**src/core/bcml_pkg.sv**
```systemverilog
// boot code mirror loader package: sizes, header offsets, codes
// assumes 64-bit otp words and 32-bit retention ram words
package bcml_pkg;
	// ----------------------------------------
	// storage geometry
	// ----------------------------------------
	localparam int          OTP_WORDS       = 8192;
	localparam int          OTP_WORD_BITS   = 64;
	localparam int          OTP_ADDR_BITS   = 13;
	localparam int          VECTOR_WORDS    = 64;
	localparam int          RAM_CELLS       = 4;
	localparam int          RAM_ADDR_BITS   = 15;
	// ----------------------------------------
	// header byte addresses and codes
	// ----------------------------------------
	localparam logic [15:0] HDR_LEN_ADDR    = 16'hFFF0;
	localparam logic [15:0] HDR_BOOTMAP_ADDR = 16'hFEC0;
	localparam logic [7:0]  BOOT_SERIAL_CODE = 8'hAA;
	localparam int          BOOTMAP_SEL_LSB = 32;
	localparam logic [31:0] FLASH_BASE      = 32'h0000_0000;
	// ----------------------------------------
	// clocking
	// ----------------------------------------
	localparam int          CLK_HZ          = 10_000_000;
	localparam int          RC_OSC_HZ       = 16_000_000;
	// remap selections for address zero
	localparam logic [1:0]  MAP_BOOT_STORE  = 2'h0;
	localparam logic [1:0]  MAP_RAM         = 2'h1;
	localparam logic [1:0]  MAP_OTP         = 2'h2;
	// ----------------------------------------
	// sequencer states
	// ----------------------------------------
	typedef enum logic [3:0] {
		BCML_IDLE,
		BCML_HDR_LEN,
		BCML_HDR_MAP,
		BCML_OTP_RD,
		BCML_OTP_WR_LO,
		BCML_OTP_WR_HI,
		BCML_FL_RD,
		BCML_FL_WR,
		BCML_REMAP,
		BCML_START,
		BCML_RUN
	} bcml_state_e;
endpackage

```
**src/core/bcml_clk_select.sv**
```systemverilog
// copy clock enable selection
// assumes crystal ready flag is already synchronised to ref_clk
`timescale 1ns/1ns
`default_nettype none
module bcml_clk_select
	import bcml_pkg::*;
(
	input  wire logic ref_clk,
	input  wire logic reset,
	input  wire logic xtal_ready,
	output logic      copy_en,
	output logic      on_fast_rc
);
	// ----------------------------------------
	// fast rc vs crystal enable
	// ----------------------------------------
	// rc is modelled as a one-in-two enable; crystal gives every cycle
	logic div_reg;
	logic div_next;

	always_comb
	begin
		div_next = ~div_reg;
	end

	always_ff @(posedge ref_clk)
	begin
		if (reset)
			div_reg <= 1'b0;
		else
			div_reg <= div_next;
	end

	assign on_fast_rc = ~xtal_ready;
	assign copy_en    = xtal_ready | div_reg;
endmodule
`default_nettype wire

```
**src/core/bcml_loader.sv**
```systemverilog
// boot code mirror loader: copies otp or flash image into retention ram
// assumes otp/flash answer reads with a one-cycle valid pulse
//
// Behaviour
// - in normal mode boot or wake copies otp or flash image to ram unaided
// - after copy, start from ram by soft reset or direct branch
// - address zero remaps to the memory holding the code
// - development mode: after code loaded, reset cpu into remapped memory
// - otp copy is clocked by fast rc while crystal settles
// - otp is addressed as 8k words of 64 bits
// - vector table sits at otp offset zero, 64 words long
// - otp mirrors on wake and power-up, flash only on power-up
// - ram is four independently powered cells
// - otp copy length comes from header, in 32-bit words
// - boot-map byte 0xAA selects serial fetch, always starting from FLASH_BASE
`timescale 1ns/1ns
`default_nettype none
module bcml_loader
	import bcml_pkg::*;
(
	input  wire logic                     ref_clk,
	input  wire logic                     reset,
	input  wire logic                     power_up,
	input  wire logic                     wake_up,
	input  wire logic                     dev_mode,
	input  wire logic                     dev_code_loaded,
	input  wire logic                     use_flash,
	input  wire logic                     branch_start,
	input  wire logic                     main_crystal_osc_ready,
	input  wire logic [RAM_CELLS-1:0]     ram_cell_keep,
	output logic                          otp_rd,
	output logic [OTP_ADDR_BITS-1:0]      otp_addr,
	input  wire logic                     otp_valid,
	input  wire logic [OTP_WORD_BITS-1:0] otp_data,
	output logic                          flash_rd,
	output logic [31:0]                   flash_addr,
	output logic                          flash_serial_mode,
	input  wire logic                     flash_valid,
	input  wire logic [31:0]              flash_data,
	output logic                          ram_we,
	output logic [RAM_ADDR_BITS-1:0]      ram_addr,
	output logic [31:0]                   ram_wdata,
	output logic [RAM_CELLS-1:0]          ram_cell_pwr,
	output logic [1:0]                    zero_map_sel,
	output logic                          cpu_hold,
	output logic                          cpu_soft_reset,
	output logic                          cpu_branch,
	output logic                          on_fast_rc,
	output logic                          busy
);
	// ----------------------------------------
	// crystal ready synchroniser, copy enable
	// ----------------------------------------
	logic [2:0] xs_reg;
	logic [2:0] xs_next;
	logic       xtal_ok_reg;
	logic       xtal_ok_next;
	logic       copy_en;

	always_comb
	begin
		xs_next      = {xs_reg[1:0], main_crystal_osc_ready};
		xtal_ok_next = (xs_reg[1] == xs_reg[2]) ? xs_reg[2] : xtal_ok_reg;
	end

	always_ff @(posedge ref_clk)
	begin
		if (reset)
		begin
			xs_reg      <= 3'h0;
			xtal_ok_reg <= 1'b0;
		end
		else
		begin
			xs_reg      <= xs_next;
			xtal_ok_reg <= xtal_ok_next;
		end
	end

	bcml_clk_select u_clk (
		.ref_clk    (ref_clk),
		.reset      (reset),
		.xtal_ready (xtal_ok_reg),
		.copy_en    (copy_en),
		.on_fast_rc (on_fast_rc)
	);

	// byte address in header to 64-bit word index
	function automatic logic [OTP_ADDR_BITS-1:0] hdr_word(
		input logic [15:0] byte_addr);
		hdr_word = byte_addr[OTP_ADDR_BITS+2:3];
	endfunction

	// ----------------------------------------
	// sequencer
	// ----------------------------------------
	bcml_state_e                state_reg;
	bcml_state_e                state_next;
	logic [15:0]                len_reg;
	logic [15:0]                len_next;
	logic [15:0]                cnt_reg;
	logic [15:0]                cnt_next;
	logic [OTP_WORD_BITS-1:0]   buf_reg;
	logic [OTP_WORD_BITS-1:0]   buf_next;
	logic [OTP_ADDR_BITS-1:0]   oa_reg;
	logic [OTP_ADDR_BITS-1:0]   oa_next;
	logic [31:0]                fa_reg;
	logic [31:0]                fa_next;
	logic                       ser_reg;
	logic                       ser_next;
	logic [1:0]                 map_reg;
	logic [1:0]                 map_next;
	logic                       hold_reg;
	logic                       hold_next;
	logic                       srst_reg;
	logic                       srst_next;
	logic                       br_reg;
	logic                       br_next;
	logic                       we_reg;
	logic                       we_next;
	logic [RAM_ADDR_BITS-1:0]   ra_reg;
	logic [RAM_ADDR_BITS-1:0]   ra_next;
	logic [31:0]                wd_reg;
	logic [31:0]                wd_next;
	logic                       pwr_evt;

	assign pwr_evt = power_up | wake_up;

	always_comb
	begin
		state_next = state_reg;
		len_next   = len_reg;
		cnt_next   = cnt_reg;
		buf_next   = buf_reg;
		oa_next    = oa_reg;
		fa_next    = fa_reg;
		ser_next   = ser_reg;
		map_next   = map_reg;
		hold_next  = hold_reg;
		srst_next  = 1'b0;
		br_next    = 1'b0;
		we_next    = 1'b0;
		ra_next    = ra_reg;
		wd_next    = wd_reg;
		case (state_reg)
			BCML_IDLE, BCML_RUN:
			begin
				// from run only a fresh event restarts, else dev loops
				if (dev_mode && dev_code_loaded &&
					(state_reg == BCML_IDLE || pwr_evt))
				begin
					hold_next  = 1'b1;
					map_next   = MAP_RAM;
					state_next = BCML_START;
				end
				else if (power_up && use_flash)
				begin
					hold_next  = 1'b1;
					map_next   = MAP_BOOT_STORE;
					oa_next    = hdr_word(HDR_BOOTMAP_ADDR);
					state_next = BCML_HDR_MAP;
				end
				else if (pwr_evt)
				begin
					hold_next  = 1'b1;
					map_next   = MAP_BOOT_STORE;
					oa_next    = hdr_word(HDR_LEN_ADDR);
					state_next = BCML_HDR_LEN;
				end
			end
			BCML_HDR_LEN:
			begin
				if (otp_valid)
				begin
					len_next   = otp_data[15:0];
					cnt_next   = 16'h0000;
					oa_next    = '0;
					ra_next    = '0;
					state_next = (otp_data[15:0] == 16'h0000) ?
						BCML_REMAP : BCML_OTP_RD;
				end
			end
			BCML_HDR_MAP:
			begin
				if (otp_valid)
				begin
					ser_next = (otp_data[BOOTMAP_SEL_LSB+7:BOOTMAP_SEL_LSB]
						== BOOT_SERIAL_CODE);
					fa_next    = FLASH_BASE;
					cnt_next   = 16'h0000;
					ra_next    = '0;
					state_next = BCML_FL_RD;
				end
			end
			BCML_OTP_RD:
			begin
				if (otp_valid)
				begin
					buf_next   = otp_data;
					state_next = BCML_OTP_WR_LO;
				end
			end
			BCML_OTP_WR_LO:
			begin
				if (copy_en)
				begin
					we_next  = 1'b1;
					wd_next  = buf_reg[31:0];
					cnt_next = cnt_reg + 16'h0001;
					state_next = (cnt_reg + 16'h0001 == len_reg) ?
						BCML_REMAP : BCML_OTP_WR_HI;
				end
			end
			BCML_OTP_WR_HI:
			begin
				if (copy_en)
				begin
					we_next  = 1'b1;
					wd_next  = buf_reg[63:32];
					oa_next  = oa_reg + 1'b1;
					cnt_next = cnt_reg + 16'h0001;
					state_next = (cnt_reg + 16'h0001 == len_reg) ?
						BCML_REMAP : BCML_OTP_RD;
				end
			end
			BCML_FL_RD:
			begin
				if (flash_valid)
				begin
					wd_next    = flash_data;
					state_next = BCML_FL_WR;
				end
			end
			BCML_FL_WR:
			begin
				we_next  = 1'b1;
				fa_next  = fa_reg + 32'h0000_0004;
				cnt_next = cnt_reg + 16'h0001;
				if (cnt_reg == {{(16-RAM_ADDR_BITS){1'b0}},
					{RAM_ADDR_BITS{1'b1}}})
					state_next = BCML_REMAP;
				else
					state_next = BCML_FL_RD;
			end
			BCML_REMAP:
			begin
				map_next   = MAP_RAM;
				state_next = BCML_START;
			end
			BCML_START:
			begin
				// remap registered a cycle earlier, so vectors see ram
				hold_next  = 1'b0;
				srst_next  = ~branch_start | dev_mode;
				br_next    = branch_start & ~dev_mode;
				state_next = BCML_RUN;
			end
			default:
			begin
				state_next = BCML_IDLE;
			end
		endcase
		// step only once a write has been shown, one address per otp half or flash word
		if (we_reg)
			ra_next = ra_reg + 1'b1;
	end

	always_ff @(posedge ref_clk)
	begin
		if (reset)
		begin
			state_reg <= BCML_IDLE;
			len_reg   <= 16'h0000;
			cnt_reg   <= 16'h0000;
			buf_reg   <= 64'h0;
			oa_reg    <= '0;
			fa_reg    <= 32'h0;
			ser_reg   <= 1'b0;
			map_reg   <= MAP_BOOT_STORE;
			hold_reg  <= 1'b1;
			srst_reg  <= 1'b0;
			br_reg    <= 1'b0;
			we_reg    <= 1'b0;
			ra_reg    <= '0;
			wd_reg    <= 32'h0;
		end
		else
		begin
			state_reg <= state_next;
			len_reg   <= len_next;
			cnt_reg   <= cnt_next;
			buf_reg   <= buf_next;
			oa_reg    <= oa_next;
			fa_reg    <= fa_next;
			ser_reg   <= ser_next;
			map_reg   <= map_next;
			hold_reg  <= hold_next;
			srst_reg  <= srst_next;
			br_reg    <= br_next;
			we_reg    <= we_next;
			ra_reg    <= ra_next;
			wd_reg    <= wd_next;
		end
	end

	// ----------------------------------------
	// outputs
	// ----------------------------------------
	assign otp_rd      = (state_reg == BCML_HDR_LEN) ||
		(state_reg == BCML_HDR_MAP) || (state_reg == BCML_OTP_RD);
	assign otp_addr    = oa_reg;
	assign flash_rd    = (state_reg == BCML_FL_RD);
	assign flash_addr  = fa_reg;
	assign flash_serial_mode = ser_reg;
	assign ram_we      = we_reg;
	assign ram_addr    = ra_reg;
	assign ram_wdata   = wd_reg;
	// cells forced on while cpu is held (reset, copy, remap); retention choice applies once released
	assign ram_cell_pwr = hold_reg ? {RAM_CELLS{1'b1}} : ram_cell_keep;
	assign zero_map_sel = map_reg;
	assign cpu_hold    = hold_reg;
	assign cpu_soft_reset = srst_reg;
	assign cpu_branch  = br_reg;
	assign busy        = (state_reg != BCML_IDLE) && (state_reg != BCML_RUN);
endmodule
`default_nettype wire

```
**config.mk**
```make
export PLATFORM = sky130hd
export DESIGN_NAME = bcml_loader
export DESIGN_NICKNAME = d
export VERILOG_FILES = /design/src/core/bcml_pkg.sv /design/src/core/bcml_clk_select.sv /design/src/core/bcml_loader.sv
export SDC_FILE = /design/constraint.sdc
export NUM_CORES = 1
export LEC_CHECK = 0
export ABC_AREA = 1
export ABC_CLOCK_PERIOD_IN_PS = 2500
export BUFFER_PORTS_ARGS = -buffer_cell sky130_fd_sc_hd__buf_2
export CORE_ASPECT_RATIO = 0.8
export CORE_UTILIZATION = 45
export DETAILED_ROUTE_END_ITERATION = 10
export HOLD_SLACK_MARGIN = 0.06
export PLACE_DENSITY = 0.69
export REMOVE_ABC_BUFFERS = 1
export SYNTH_ARGS = -nofsm -noshare
export SYNTH_HDL_FRONTEND = slang
export SYNTH_SLANG_ARGS = --single-unit
```
**constraint.sdc**
```tcl
create_clock -name ref_clk -period 2.5 [get_ports ref_clk]
set_input_delay 0.375 -clock ref_clk [delete_from_list [all_inputs] [get_ports ref_clk]]
set_output_delay 0.375 -clock ref_clk [all_outputs]
set_load 0.05 [all_outputs]
```
==> results.md <==
* Status: finished clean
* DRT Pass-1 Iters at 5
* CTS Buf Count at 22
* Critical Path End Type: primary output
* Share of the synthesized area in the top cell type at 0.426
* Vias in the first global route at 9005
* Clk sinks at 201
* Area Growth Syn to Fin at 21.5%
* Relative slew margins at 0.290
* Max FFs per register at 64
* Type of the tightest min-delay check: input port to register
* Most area-hungry cell type in the Yosys netlist: dfxtp_1
* Fin nets at 1625
* Routed Antenna Nets at 0
* M3 GR Usage at 0.0726
* Total routed wirelength at 26900 um
* Die Span X at 164 um
* Total gr overflow at 0
* Synthesis Warnings at 0
* Cells on worst reg2reg path at 11
* PnR worst setup slack at 0.109 ns
* Clock Path Buffers at 3
* Mean Syn Cell Area at 7.16 sq um
* Setup TNS at 0 ns
* Setup WS pre-CTS at 0.245 ns
* Hold slack at 0.0857 ns
* Initial Util at 0.467
* IO Port Bufs at 214
* Remaining DRCs at 0
* Sequential area share after synthesis at 0.426
* Largest net degree at the start of global routing at 65
* VDD IR max at 0.000775 V
* Slew @ Worst Pin at 1.06 ns
* Leak at 4.87 nW
* WP data required at 2.12 ns
* Finished Cell Area at 0.0115 sq mm
* Maximum clock rate at 418 MHz
* Initial antenna violation count at 5
* Avg Vias per Cell at 5.32
* Clock Skew at 0.0204 ns
* RSZ-0062 raised after global routing: no
* DPL Wire Length at 18700 um
* Min Clock Period, post-route at 2.39 ns
* Yosys reg bits at 201
* Main synth FF type: dfxtp_1
* Cell area after synthesis at 0.00944 sq mm
* Clk pin slew, worst setup/hold paths at 0.06 ns
* Post-Place Cell Area at 0.0107 sq mm
* GRT Total Usage at 0.251
* Starting DRT DRC Count at 612
* Clk_lat worst skew at 0.51 ns
* Final period util at 0.956
* I/O pin cnt at 218
* Post-synth EDFFs at 0
* Total number of vias at 9505
* Count of cell types in the netlist at 52
* Slew Limit Fails at 0
* Endpoints failing hold at 0
* H-tree Lvls at 1
* Crit Path Category: register to primary output
* Placed Instances at 1749
* # setup viols final at 0
* Max_cap viols at 0
* Gr busiest metal: met2
* CP Max Fanout at 33
* Layout cells sized above 1 at 0.218
* Finished Layout Cells at 1788
* Met1 usage at 0.335
* Die area at 0.0216 sq mm
* PD cells at 955 mW/mm^2
* Startpoint types: register
* WL/cell at 15.1 um
* Die H at 132 um
* GR Util met2 at 0.394
* CP arrival at 2.02 ns
* Top post-synthesis cells by area: dfxtp_1 (43%), nand2_1 (9.4%), nor2_1 (8.2%)
* CTS tree: yes
* Core area at 0.0202 sq mm
* Placer Congestion at 0.941
* Tot Pwr at 11.0 mW
* Global-route wire length before repair at 44800 um
* Clock root cell: clkbuf_16
* Syn Inst Count at 1318
* Asr flop ratio synth at 0
* Final core occ at 0.568
* Rows at 46
* Hold Crit Depth at 3
* Post-CTS setup buffers at 0
area by class of cell:
cell class,count,area (sq um)
fill,1995,8730
tap,264,330
timing repair buffer,231,1250
antenna,1,2.50
sequential,201,4030
clock buffer,33,662
clock inverter,4,31.3
inverter,100,384
multi-input combinational,954,4790
what timing repair did:
item / in CTS / in global routing
hold buffers: 1 / 0
endpoints found under the setup margin: 1 / 6
gates resized for setup: 1 / 7
endpoints found under the hold margin: 1 / 0
gates cloned: 0 / 0
placed cells by master, fill, tap and decap left out, types with 3 or more instances in the layout:
cell       instances
a211oi_1          11
a21oi_1          101
a221oi_1           8
a22o_1            15
a22oi_1            4
a31oi_1            7
a41oi_1           18
buf_12             3
buf_2            213
buf_4             12
clkbuf_1           4
clkbuf_16         22
clkbuf_8           7
clkinv_2           4
conb_1             3
dfxtp_1          200
ha_1               3
inv_1             84
inv_2             12
nand2_1          237
nand2_2            6
nand2_4            3
nand3_1           82
nand4_1           18
nor2_1           205
nor2_2            11
nor2_4            11
nor3_1            15
nor3_2             3
nor4_1             8
o211a_1            3
o21ai_0          135
o21ai_1            5
o21bai_1           4
or2_2              7
xnor2_1            3
xor2_1             6
synth_stat cells, drive strengths merged, types with 2 or more instances:
| cell type | n |
|---|---|
| o21bai | 5 |
| a32oi | 2 |
| a221oi | 8 |
| clkbuf | 45 |
| a211oi | 11 |
| nand3 | 83 |
| nor2 | 228 |
| nand2 | 246 |
| nor3 | 19 |
| a21oi | 104 |
| xor2 | 6 |
| dfxtp | 201 |
| inv | 98 |
| nor4 | 9 |
| a41oi | 18 |
| a22oi | 4 |
| clkinv | 2 |
| nor3b | 2 |
| o211a | 3 |
| xnor2 | 3 |
| ha | 4 |
| buf | 20 |
| nand4 | 18 |
| a31oi | 7 |
| or2 | 7 |
| a22o | 15 |
| o31ai | 2 |
| o21ai | 141 |
worst max-delay path, stage by stage, from the launching register on:
cell and delay [ns]:
dfxtp_1 0.47, inv_2 0.11, nor2_4 0.15, inv_2 0.08, nor2_8 0.14, buf_8 0.25
clkbuf_4 0.29
per-layer routing:
| layer | vias to the layer above | part of all wire |
|---|---|---|
| met5 | - | 0.0020 |
| met4 | 8 | 0.022 |
| met3 | 57 | 0.084 |
| met2 | 327 | 0.43 |
| li1 | 4812 | - |
| met1 | 4301 | 0.46 |
where the power goes:
group	total, mW	switching, mW	internal, mW
clock network	3.12	1.30	1.82
registers	3.99	0.303	3.68
logic	3.84	2.86	0.982
cells by family (layout without fill, tap and decap cells):
group,count (synthesis),count (layout),synth area share
AND/OR/NAND/NOR,614,614,0.288
AO/OA/AOI/OAI,324,324,0.201
flip-flops,201,201,0.426
buffers and inverters,165,368,0.0697
XOR/XNOR,9,9,0.00835
adder cells (fa/ha/maj),4,4,0.00530
other,1,4,0.000397
path summary, 6_finish.rpt:
check / from / end / slack, ns
min: otp_data[62] / buf_reg[62]$_SDFFE_PP0P_ / 0.09
max: state_reg[1]$_SDFFE_PP0P_ / flash_rd / 0.11
max reg2reg: state_reg[0]$_SDFFE_PP0P_ / flash_addr[10]$_SDFFE_PP0P_ / 0.26
min reg2reg: xs_reg[0]$_SDFF_PP0_ / xs_reg[1]$_SDFF_PP0_ / 0.41
Power figures use the tool's default switching activity.
